===== src/core/fbr_pkg.sv =====
// Package of constants and types for the flash busy and reset host controller
package fbr_pkg;
    localparam int unsigned CLK_HZ         = 40000000;
    localparam int unsigned RST_LOW_NS     = 25000;
    localparam int unsigned RST_LOW_CYC    = (RST_LOW_NS * (CLK_HZ / 1000000) + 999) / 1000;
    localparam int unsigned RST_REC_NS     = 1000;
    localparam int unsigned RST_REC_CYC    = (RST_REC_NS * (CLK_HZ / 1000000) + 999) / 1000;
    localparam int unsigned WR_LOW_NS      = 100;
    localparam int unsigned WR_LOW_CYC     = (WR_LOW_NS * (CLK_HZ / 1000000) + 999) / 1000;
    localparam int unsigned CNT_W          = 16;
    localparam int unsigned DATA_W         = 16;
    localparam int unsigned ADDR_W         = 24;
    localparam logic [7:0]  CMD_READ_ARRAY = 8'hff;
    localparam logic [7:0]  CMD_CLR_STATUS = 8'h50;
    localparam logic [7:0]  CMD_LOCK_SETUP = 8'h60;
    localparam logic [7:0]  CMD_CLR_LOCKS  = 8'hd0;
    localparam logic [7:0]  CMD_ERASE_SET  = 8'h20;
    localparam logic [7:0]  CMD_PROG_SET   = 8'h40;
    localparam int unsigned SUPPLY_ERR_POS = 3;
    localparam int unsigned ERASE_ERR_POS  = 5;
    localparam logic        SEL_ON         = 1'b1;
    localparam logic        DESEL          = 1'b0;

    typedef enum logic [2:0] {
        ST_IDLE  = 3'h0,
        ST_WR    = 3'h1,
        ST_BUSY  = 3'h3,
        ST_RDARR = 3'h2,
        ST_RST   = 3'h6,
        ST_REC   = 3'h7
    } fbr_state_e;

    typedef enum logic [1:0] {
        OP_NONE  = 2'h0,
        OP_ERASE = 2'h1,
        OP_LOCK  = 2'h2,
        OP_PROG  = 2'h3
    } fbr_op_e;
endpackage : fbr_pkg


===== src/core/fbr_sync.sv =====
// Two-flop synchroniser for pins from outside the clock domain
`timescale 1ns/1ps
module fbr_sync #(
    parameter int unsigned W = 1
) (
    input  wire logic         clk_i,
    input  wire logic         rst_i,
    input  wire logic [W-1:0] async_i,
    output logic      [W-1:0] sync_o
);
    logic [W-1:0] meta_q;
    always_ff @(posedge clk_i)
    begin
        if (rst_i)
        begin
            meta_q <= '0;
            sync_o <= '0;
        end
        else
        begin
            meta_q <= async_i;
            sync_o <= meta_q;
        end
    end
endmodule : fbr_sync


===== src/core/fbr_host.sv =====
// Host controller driving a parallel flash: command writes, busy wait, reset
`timescale 1ns/1ps
module fbr_host (
    input  wire logic                      clk_i,
    input  wire logic                      rst_i,
    input  wire logic                      req_valid_i,
    output logic                           req_ready_o,
    input  wire fbr_pkg::fbr_op_e          req_op_i,
    input  wire logic [fbr_pkg::ADDR_W-1:0] req_addr_i,
    input  wire logic [fbr_pkg::DATA_W-1:0] req_data_i,
    input  wire logic                      reset_req_i,
    output logic                           done_o,
    output logic                           aborted_o,
    output logic                           retry_needed_o,
    output logic [1:0]                     retry_op_o,
    output logic [fbr_pkg::ADDR_W-1:0]     flash_addr_o,
    output logic [fbr_pkg::DATA_W-1:0]     flash_dq_o,
    output logic                           flash_dq_oe_o,
    output logic                           write_strobe_n_o,
    output logic                           chip_select_0_o,
    output logic                           reset_powerdown_n_o,
    input  wire logic                      busy_status_pin_i
);
    typedef struct packed {
        fbr_pkg::fbr_state_e        st;
        logic [fbr_pkg::CNT_W-1:0]  cnt;
        logic                       second;
        logic [1:0]                 op;
        logic [1:0]                 retry_op;
        logic                       retry;
        logic                       done;
        logic                       aborted;
        logic                       was_busy;
        logic [fbr_pkg::ADDR_W-1:0] addr;
        logic [fbr_pkg::DATA_W-1:0] dq;
        logic                       dq_oe;
        logic                       we_n;
        logic                       cs;
        logic                       rp_n;
    } fbr_state_s;

    fbr_state_s s_q;
    fbr_state_s s_d;
    logic       busy_sync;

    // Busy pin is pulled low while busy; inverted so the reset value means idle
    fbr_sync #(
        .W (1)
    ) u_busy_sync (
        .clk_i   (clk_i),
        .rst_i   (rst_i),
        .async_i (~busy_status_pin_i),
        .sync_o  (busy_sync)
    );

    function automatic logic [7:0] first_cmd(input logic [1:0] op);
        case (op)
            fbr_pkg::OP_ERASE: first_cmd = fbr_pkg::CMD_ERASE_SET;
            fbr_pkg::OP_LOCK:  first_cmd = fbr_pkg::CMD_LOCK_SETUP;
            fbr_pkg::OP_PROG:  first_cmd = fbr_pkg::CMD_PROG_SET;
            default:           first_cmd = fbr_pkg::CMD_READ_ARRAY;
        endcase
    endfunction : first_cmd

    always_comb
    begin
        s_d      = s_q;
        s_d.done    = 1'b0;
        s_d.aborted = 1'b0;
        case (s_q.st)
            fbr_pkg::ST_IDLE:
            begin
                s_d.we_n  = 1'b1;
                s_d.cs    = fbr_pkg::DESEL;
                s_d.dq_oe = 1'b0;
                if (reset_req_i)
                begin
                    s_d.st   = fbr_pkg::ST_RST;
                    s_d.cnt  = '0;
                    s_d.rp_n = 1'b0;
                end
                else if (req_valid_i && req_op_i != fbr_pkg::OP_NONE)
                begin
                    // Setup cycle first, confirm cycle second
                    s_d.op     = req_op_i;
                    s_d.second = 1'b0;
                    s_d.addr   = req_addr_i;
                    s_d.dq     = {8'h00, first_cmd(req_op_i)};
                    s_d.st     = fbr_pkg::ST_WR;
                    s_d.cnt    = '0;
                end
            end
            fbr_pkg::ST_WR:
            begin
                s_d.cs    = fbr_pkg::SEL_ON;
                s_d.we_n  = 1'b0;
                s_d.dq_oe = 1'b1;
                s_d.cnt   = s_q.cnt + 1'b1;
                if (s_q.cnt == fbr_pkg::CNT_W'(fbr_pkg::WR_LOW_CYC))
                begin
                    s_d.we_n  = 1'b1;
                    s_d.cs    = fbr_pkg::DESEL;
                    s_d.cnt   = '0;
                    if (!s_q.second)
                    begin
                        s_d.second = 1'b1;
                        s_d.dq     = (s_q.op == fbr_pkg::OP_PROG) ? req_data_i
                                   : {8'h00, fbr_pkg::CMD_CLR_LOCKS};
                    end
                    else if (s_q.op == fbr_pkg::OP_NONE)
                    begin
                        s_d.st = fbr_pkg::ST_IDLE;
                        s_d.done = 1'b1;
                    end
                    else
                    begin
                        s_d.st       = fbr_pkg::ST_BUSY;
                        s_d.was_busy = 1'b0;
                    end
                end
            end
            fbr_pkg::ST_BUSY:
            begin
                s_d.dq_oe = 1'b0;
                if (busy_sync)
                begin
                    s_d.was_busy = 1'b1;
                end
                if (reset_req_i)
                begin
                    s_d.st       = fbr_pkg::ST_RST;
                    s_d.cnt      = '0;
                    s_d.rp_n     = 1'b0;
                    s_d.retry    = (s_q.op != fbr_pkg::OP_PROG);
                    s_d.retry_op = s_q.op;
                    s_d.aborted  = 1'b1;
                end
                else if (!busy_sync && (s_q.was_busy || s_q.cnt == '1))
                begin
                    // Released busy pin ends the operation once busy was seen or cnt saturated
                    s_d.st = fbr_pkg::ST_RDARR;
                end
                else if (s_q.cnt != '1)
                begin
                    s_d.cnt = s_q.cnt + 1'b1;
                end
            end
            fbr_pkg::ST_RDARR:
            begin
                // Read-array command before any array read
                s_d.op     = fbr_pkg::OP_NONE;
                s_d.second = 1'b1;
                s_d.dq     = {8'h00, fbr_pkg::CMD_READ_ARRAY};
                s_d.st     = fbr_pkg::ST_WR;
                s_d.cnt    = '0;
                if (s_q.op == s_q.retry_op)
                begin
                    s_d.retry = 1'b0;
                end
            end
            fbr_pkg::ST_RST:
            begin
                // Hold reset low; busy may stay low until internal reset ends
                s_d.rp_n  = 1'b0;
                s_d.we_n  = 1'b1;
                s_d.cs    = fbr_pkg::DESEL;
                s_d.dq_oe = 1'b0;
                s_d.cnt   = s_q.cnt + 1'b1;
                if (s_q.cnt >= fbr_pkg::CNT_W'(fbr_pkg::RST_LOW_CYC) && !busy_sync)
                begin
                    s_d.rp_n = 1'b1;
                    s_d.cnt  = '0;
                    s_d.st   = fbr_pkg::ST_REC;
                end
            end
            fbr_pkg::ST_REC:
            begin
                s_d.cnt = s_q.cnt + 1'b1;
                if (s_q.cnt == fbr_pkg::CNT_W'(fbr_pkg::RST_REC_CYC))
                begin
                    // Flash is back in read-array mode after reset exit
                    s_d.st   = fbr_pkg::ST_IDLE;
                    s_d.done = 1'b1;
                end
            end
            default:
            begin
                s_d.st = fbr_pkg::ST_IDLE;
            end
        endcase
    end

    always_ff @(posedge clk_i)
    begin
        if (rst_i)
        begin
            s_q       <= '0;
            s_q.st    <= fbr_pkg::ST_IDLE;
            s_q.we_n  <= 1'b1;
            s_q.rp_n  <= 1'b1;
        end
        else
        begin
            s_q <= s_d;
        end
    end

    assign req_ready_o         = (s_q.st == fbr_pkg::ST_IDLE) && !reset_req_i;
    assign done_o              = s_q.done;
    assign aborted_o           = s_q.aborted;
    assign retry_needed_o      = s_q.retry;
    assign retry_op_o          = s_q.retry_op;
    assign flash_addr_o        = s_q.addr;
    assign flash_dq_o          = s_q.dq;
    assign flash_dq_oe_o       = s_q.dq_oe;
    assign write_strobe_n_o    = s_q.we_n;
    assign chip_select_0_o     = s_q.cs;
    assign reset_powerdown_n_o = s_q.rp_n;
endmodule : fbr_host


===== config.mk =====
export PLATFORM = sky130hd
export DESIGN_NAME = fbr_host
export DESIGN_NICKNAME = d
export VERILOG_FILES = /design/src/core/fbr_pkg.sv /design/src/core/fbr_sync.sv /design/src/core/fbr_host.sv
export SDC_FILE = /design/constraint.sdc
export NUM_CORES = 1
export LEC_CHECK = 0
export ABC_AREA = 1
export BUFFER_PORTS_ARGS = -buffer_cell sky130_fd_sc_hd__buf_2
export CAP_MARGIN = 20
export CELL_PAD_IN_SITES_DETAIL_PLACEMENT = 1
export CELL_PAD_IN_SITES_GLOBAL_PLACEMENT = 1
export CORE_MARGIN = 2
export CORE_UTILIZATION = 35
export CTS_BUF_LIST = sky130_fd_sc_hd__clkbuf_2
export DETAILED_ROUTE_END_ITERATION = 6
export MAX_ROUTING_LAYER = met4
export PLACE_DENSITY = 0.75
export SETUP_SLACK_MARGIN = 0.02
export SLEW_MARGIN = 10
export SYNTH_ARGS = -nofsm -noshare
export SYNTH_HDL_FRONTEND = slang
export SYNTH_SLANG_ARGS = --single-unit

===== constraint.sdc =====
create_clock -name clk_i -period 1.6 [get_ports clk_i]
set_input_delay 0.16 -clock clk_i [delete_from_list [all_inputs] [get_ports clk_i]]
set_output_delay 0.16 -clock clk_i [all_outputs]
set_load 0.005 [all_outputs]

==> flow_summary.yaml, run 1 <==
synthesis:
  syn_nets: 620
  synth_area_leader_cell: "sky130_fd_sc_hd__dfxtp_1"
  number_of_enable_type_register_cells_in_the_synthesized_netlist: 0
  yosysSeqAreaShare_pct: 38.60
  synth_common_cells: "140 x sky130_fd_sc_hd__nor2_1, 92 x sky130_fd_sc_hd__nand2_1, 74 x sky130_fd_sc_hd__dfxtp_1"
  yosys_warnings: 0
  mappedNetlistArea_um2: 3837
  avgSynthCellArea_um2: 6.721
  post_synth_main_area_contributors: "sky130_fd_sc_hd__dfxtp_1 39%, sky130_fd_sc_hd__nor2_1 14%, sky130_fd_sc_hd__nand2_1 9.0%"
  synth.most_common_cell: "sky130_fd_sc_hd__nor2_1"
  synth_cells: 571
  proportion_of_netlist_area_held_by_the_largest_area_contributor_pct: 38.60
  ys_ff_latch: 74
  ys_types: 37
  asyncSetResetFlopFracSynth_pct: 0
  postSynth.topFlopCell: "sky130_fd_sc_hd__dfxtp_1"
critical_path:
  worstPathCellList: "ha_4 > nand2_4 > nor2_4 > nand2_4 > nor2_4 > nand2_2 > o21ai_4 > nand2_4 > nand2_4 > nand2_2 > a21oi_1"
  crit_path_frequent_cell: "sky130_fd_sc_hd__nand2_4"
  cp_data_arrival_time_ps: 2340
  crit_required_ps: 2090
  critical_path.max_fanout: 5
  worst_r2r_start: "s_q[54]"
  critical-path-max-stage-delay_ps: 460
  cp-end-kind: "flop"
  worst-path-buf-inv: 0
  kind_of_cell_adding_the_most_delay_to_the_critical_path: "simple AND/OR/NAND/NOR gates"
  worst_path_max_delay_cell: "sky130_fd_sc_hd__dfxtp_4"
  critical_path_class: "reg -> reg"
  worst_r2r_path_depth: 11
  crit_path_start_kind: "flop"
  timing_startpoint_of_the_critical_path: "s_q[54]"
  r2r_slack_ps: -250
  reg2reg_to: "s_q[56]"
cts:
  tritoncts: "built"
  clock_latency_ps: 580
  max-clock-path-buffers: 2
  cts.reportedPaths.clkPinSlew_ps: 280
  htreeDepth: 3
  clock_sink_count: 74
  root_buffer_selected_by_cts: "sky130_fd_sc_hd__clkbuf_2"
  cts_inserted_buffers: 9
worst_hold_path:
  hold_path.class: "in -> reg"
  worst_hold_launch: "req_data_i[7]"
  holdPathStages: 5
  hold_path_end: "flash_dq_o[7]"
placement:
  hpwl_um: 8530
  port_buffers: 96
  gp_routability_congestion: 0.8894
  dp.cells: 806
finish:
  num-nets-final: 795
  num_antenna_cells: 0
  seq_area_um2: 1503
  finish.cell_count_without_fillers: 891
  synthToLayoutAreaGrowth_pct: 55.20
  area_of_the_multi_input_gates_um2: 2341
  nFillCells: 1360
  final_layout_size_suffix_gt1_share_pct: 43.28
drt:
  route.antenna.remaining_nets: 0
  drc: 0
  route.final.wire_length_um: 16850
  drt_pre_antenna_iters: 4
  routedWlPerCell_um: 18.91
  number_of_vias_per_cell: 5.148
  dr.first_iter.drc_count: 251
  route.vias.total: 4587
sta:
  slew-limit-headroom_pct: 51.58
  slew_violations: 0
  period_share_pct: 115.6
  setup-violations-final: 53
  max_slew.worst_pin.slew_ps: 721.9
  timing.fmax_mhz: 540.6
  rsz0062_at_grt: "true"
  timing_hold_violations_final: 0
  post-route-min-period_ps: 1850
  setup_total_negative_slack_ps: -7330
  fin_worst_skew_ps: 48.87
  finalWorstSetupSlack_ps: -249.9
die:
  initial_core_util_pct: 35.71
  chipWidth_um: 108.7
  die_area_um2: 11820
  die_height_um: 108.7
  design.core.area_um2: 10750
  boundaryPins: 97
  num_rows: 38
pwr:
  largest_voltage_drop_on_the_vdd_net_mv: 0.7001
  p_leak_nw: 2.713
  p_per_area_nw_per_um2: 1331
run:
  cap_viol_max_count: 0
outcome:
  violations: "setup timing"
  result_of_the_run: "finished, violations left"
grt:
  grt_first_pass_wirelength_um: 22890
  globalRoute.totalOverflow: 0
  number_of_antenna_violations_at_the_first_check_in_global_routing: 0
  grt_usage_pct: 25.34
  first_global_vias: 4818
  grt_max_degree: 27
cell type report:
type / instances / share of cell area, %
timing repair inverter: 1 / 0.1261
inverter: 49 / 3.361
timing repair buffer: 219 / 27.00
sequential: 74 / 25.23
multi-input combinational: 392 / 39.31
tap: 140 / 2.941
clock buffer: 9 / 0.7563
clock inverter: 7 / 1.282
sequential cells by signal, indices dropped and copies added, names as in the netlist, 2 cells and up:
| register | cells |
|---|---|
| flash_addr_o | 24 |
| flash_dq_o | 16 |
| retry_op_o | 2 |
| s_q | 23 |
through the flow:
stage | cell area (µm²) | setup WS [ps] | power (W) | hold WS (ps) | utilization (%)
after floorplan | 3850 | 17.78 | 0.004182 | 226.7 | -
after global placement | 4569 | -63.83 | 0.004982 | 312.5 | 42.52
after detailed placement | 4569 | -119.4 | 0.005084 | 318.1 | 42.52
after CTS | 5555 | -115.2 | 0.007261 | 18.08 | 51.70
after global routing | 5956 | -357.5 | 0.008375 | 32.51 | 55.43
final | 5956 | -249.9 | 0.007929 | 44.49 | 55.43
layer usage:
metal	vias to the layer above	GRT usage [%]	part of all wire (%)
met4	0	10.26	3.4
met5	-	-	0
met1	2245	27.30	39
met3	54	4.961	4.2
li1	2141	-	-
met2	147	45.54	54
cell usage in the layout (no fill, tap or decap), types with 10 or more instances in the layout:
cell,n
sky130_fd_sc_hd__nand3_2,16
sky130_fd_sc_hd__nor2_1,121
sky130_fd_sc_hd__inv_1,38
sky130_fd_sc_hd__o21ai_1,10
sky130_fd_sc_hd__o21ai_0,31
sky130_fd_sc_hd__nor2_2,11
sky130_fd_sc_hd__nor2_4,12
sky130_fd_sc_hd__buf_4,63
sky130_fd_sc_hd__buf_2,96
sky130_fd_sc_hd__nand3_1,19
sky130_fd_sc_hd__nand2_4,13
sky130_fd_sc_hd__buf_6,15
sky130_fd_sc_hd__dlygate4sd3_1,41
sky130_fd_sc_hd__nand2_1,67
sky130_fd_sc_hd__dfxtp_1,63
sky130_fd_sc_hd__nand2_2,17
sky130_fd_sc_hd__o21ai_2,16
sky130_fd_sc_hd__a21oi_1,11
cell families after synthesis:
| logic type | count (synthesis) | share of synthesized area [%] |
|---|---|---|
| compound gates | 89 | 12.62 |
| fa+ha+maj | 2 | 0.6520 |
| xor+xnor | 7 | 1.598 |
| buf+inv | 107 | 14.93 |
| flops | 74 | 38.60 |
| simple gates | 292 | 31.59 |
repair_timing:
| action | in CTS | in global routing |
|---|---|---|
| buffers inserted | 15 | 12 |
| pin swaps | 18 | 55 |
| hold buffers | 41 | 0 |
| resized for setup | 102 | 95 |
| setup endpoints to repair | 61 | 66 |
| endpoints found under the hold margin | 44 | 0 |
| cloned | 4 | 1 |
worst max-delay path by stage:
| stage | to | slack, ps | cells after the start |
|---|---|---|---|
| after floorplan | s_q[58] | 20 | 12 |
| after global placement | s_q[60] | -60 | 11 |
| after detailed placement | s_q[58] | -120 | 11 |
| after CTS | req_ready_o | -120 | 4 |
| after global routing | s_q[65] | -360 | 11 |
| final | s_q[56] | -250 | 11 |
worst reg2reg max path, cell delays in order, from the launching register on:
cell	delay, ps
sky130_fd_sc_hd__dfxtp_4	460
sky130_fd_sc_hd__ha_4	180
sky130_fd_sc_hd__nand2_4	60
sky130_fd_sc_hd__nor2_4	140
sky130_fd_sc_hd__nand2_4	90
sky130_fd_sc_hd__nor2_4	140
sky130_fd_sc_hd__nand2_2	100
sky130_fd_sc_hd__o21ai_4	120
sky130_fd_sc_hd__nand2_4	150
sky130_fd_sc_hd__nand2_4	140
sky130_fd_sc_hd__nand2_2	50
sky130_fd_sc_hd__a21oi_1	130
power by group:
part,switching (W),internal [W],leakage [nW]
clock network,0.000788,0.000371,0.0689
logic,0.00246,0.00190,2.03
registers,0.000239,0.00218,0.610
total,0.00348,0.00444,2.71
Note: power is estimated with default switching activity, not from simulation.
==> run 2, diff against run 1 <==
==> constraint.sdc (replaced) <==
create_clock -name clk_i -period 1.6 [get_ports clk_i]
set_input_delay 0.32 -clock clk_i [delete_from_list [all_inputs] [get_ports clk_i]]
set_output_delay 0.32 -clock clk_i [all_outputs]
set_load 0.005 [all_outputs]
==> run 2 against run 1 <==
Critical path depth is 1 lower. Clock skew is 35 ps lower. Critical path type unchanged. Non-clock buffer count is 8 lower. Critical endpoint is now s_q[59]. The run still ends with setup timing left. Core utilization is 0.12 points lower. First-iteration DRC count is 11% lower. Global-route usage is 1.2 points lower. Fmax is 4.3% higher. Largest power group unchanged. Combinational power hardly changed. Worst setup slack better by 76 ps. Register-to-register slack better by 80 ps. Worst hold slack better by 96 ps. Sequential share of layout area is 0.28 points higher.
==> flow_summary.yaml, run 2 (synthesized netlist as in run 1, its figures left out) <==
critical_path:
  crit_path_frequent_cell: "sky130_fd_sc_hd__nand2_2"
  critical_path_class: "reg -> reg"
  critical_path_cell_count: 10
  worstPathCellList: "nand2_1 > nor2_1 > inv_1 > nor2_4 > nand2_2 > o21ai_4 > nand2_4 > nand2_8 > nand2_2 > a21oi_2"
  worst_r2r_path_depth: 10
  kind_of_cell_adding_the_most_delay_to_the_critical_path: "simple AND/OR/NAND/NOR gates"
  critical-path-max-stage-delay_ps: 460
  crit_path_start_kind: "flop"
  cp-end-kind: "flop"
  worst-path-buf-inv: 1
  worst_path_max_delay_cell: "sky130_fd_sc_hd__dfxtp_1"
  critical_path.max_fanout: 5
  crit_required_ps: 2090
  cp_data_arrival_time_ps: 2260
finish:
  number_of_flip_flops_in_the_largest_register: 24
  layout.cells.most_common_list: "119 x sky130_fd_sc_hd__nor2_1, 96 x sky130_fd_sc_hd__buf_2, 73 x sky130_fd_sc_hd__buf_4"
  num-nets-final: 786
  finalInstanceArea_um2: 5943
  num_antenna_cells: 0
  finish.cell_count_without_fillers: 882
  nFillCells: 1353
  seq_area_um2: 1516
  synthToLayoutAreaGrowth_pct: 54.87
  layout.cells.most_common: "sky130_fd_sc_hd__nor2_1"
  final_layout_size_suffix_gt1_share_pct: 46.63
  area_of_the_multi_input_gates_um2: 2405
sta:
  setup_total_negative_slack_ps: -2866
  post-route-min-period_ps: 1774
  slew_violations: 0
  finalWorstSetupSlack_ps: -174.4
  timing_hold_violations_final: 0
  rsz0062_at_grt: "true"
  fin_worst_skew_ps: 13.50
  timing.fmax_mhz: 563.6
  period_share_pct: 110.9
  fin_hold_ws_ps: 140.0
  setup-violations-final: 32
  slew-limit-headroom_pct: 68.28
  max_slew.worst_pin.slew_ps: 475.3
run:
  cap_viol_max_count: 0
cts:
  cts_inserted_buffers: 9
  htreeDepth: 3
  max-clock-path-buffers: 2
  clock_latency_ps: 540
  tritoncts: "built"
  cts.reportedPaths.clkPinSlew_ps: 230
  clock_sink_count: 74
  root_buffer_selected_by_cts: "sky130_fd_sc_hd__clkbuf_2"
worst_hold_path:
  hold_path.class: "in -> reg"
  holdPathStages: 5
drt:
  drt_pre_antenna_iters: 4
  routedWlPerCell_um: 17.90
  route.final.wire_length_um: 15790
  route.vias.total: 4502
  dr.first_iter.drc_count: 223
  drc: 0
  number_of_vias_per_cell: 5.104
  route.antenna.remaining_nets: 0
pwr:
  p_per_area_nw_per_um2: 1320
  p_leak_nw: 2.701
  largest_voltage_drop_on_the_vdd_net_mv: 0.9315
placement:
  gp_routability_congestion: 0.8781
  dp.cells: 810
  port_buffers: 96
  dp_slack_ps: -173.1
  dpl_cell_area_um2: 4612
  hpwl_um: 8449
die:
  initial_core_util_pct: 35.71
  num_rows: 38
  design.core.area_um2: 10750
  die_height_um: 108.7
  chipWidth_um: 108.7
  die_area_um2: 11820
  boundaryPins: 97
grt:
  grt_usage_pct: 24.13
  grt_max_degree: 37
  grt_first_pass_wirelength_um: 21710
  globalRoute.totalOverflow: 0
  number_of_antenna_violations_at_the_first_check_in_global_routing: 0
  first_global_vias: 4493
outcome:
  result_of_the_run: "finished, violations left"
  violations: "setup timing"
-- run 2: cell count changes in the layout (fill, tap and decap cells not counted), sizes merged --
cell	delta
dlygate4sd3	-16
clkinvlp	-3
clkbuf	+1
clkinv	+2
buf	+7
-- run 2: power breakdown --
part | total, W | leakage, nW | internal, W | switching (W)
combinational | 0.00432 | 2.02 | 0.00186 | 0.00246
clock | 0.00115 | 0.0725 | 0.000372 | 0.000774
sequential | 0.00238 | 0.612 | 0.00218 | 0.000204
total | 0.00785 | 2.70 | 0.00441 | 0.00343
-- run 2: final cells by class --
| type | count | area share [%] |
|---|---|---|
| Sequential cell | 74 | 25.52 |
| Tap cell | 140 | 2.947 |
| Clock buffer | 9 | 0.7579 |
| Inverter | 49 | 3.474 |
| Timing Repair Buffer | 211 | 25.54 |
| Multi-Input combinational cell | 392 | 40.46 |
| Clock inverter | 7 | 1.305 |
-- run 2: routing by layer --
metal / track usage [%] / part of all wire [%] / vias to the layer above
li1: - / - / 2126
met1: 26.99 / 39 / 2156
met2: 43.44 / 53 / 163
met3: 4.722 / 4.3 / 57
met4: 7.143 / 3.8 / 0
met5: - / 0 / -
-- run 2: tightest hold or removal path: stages --
cell and delay (ps):
sky130_fd_sc_hd__buf_2 100, sky130_fd_sc_hd__nand2_1 50, sky130_fd_sc_hd__nor2_1 50, sky130_fd_sc_hd__o21ai_2 120
sky130_fd_sc_hd__nor2_1 40
-- run 2: stage by stage --
step / util (%) / power [W]
floorplan: - / 0.004182
global placement: 42.92 / 0.005007
detailed placement: 42.92 / 0.005126
CTS: 50.00 / 0.006858
global route: 55.31 / 0.008304
finish: 55.31 / 0.007846
-- run 2: path summary, 6_finish.rpt --
| check | startpoint | end | slack (ps) |
|---|---|---|---|
| min reg2reg | u_busy_sync.meta_q | u_busy_sync.sync_o | 440 |
| max | s_q[62] | s_q[59] | -170 |
| max reg2reg | s_q[62] | s_q[59] | -170 |
| min | req_data_i[9] | flash_dq_o[9] | 140 |
-- run 2: what timing repair did --
action                                  CTS  global route
cloned                                    3             1
hold buffers                             24             1
pin swaps                                22            60
buffers inserted                         16            12
gates resized for setup                  92           134
endpoints found under the hold margin    24             1
endpoints found under the setup margin   36            60
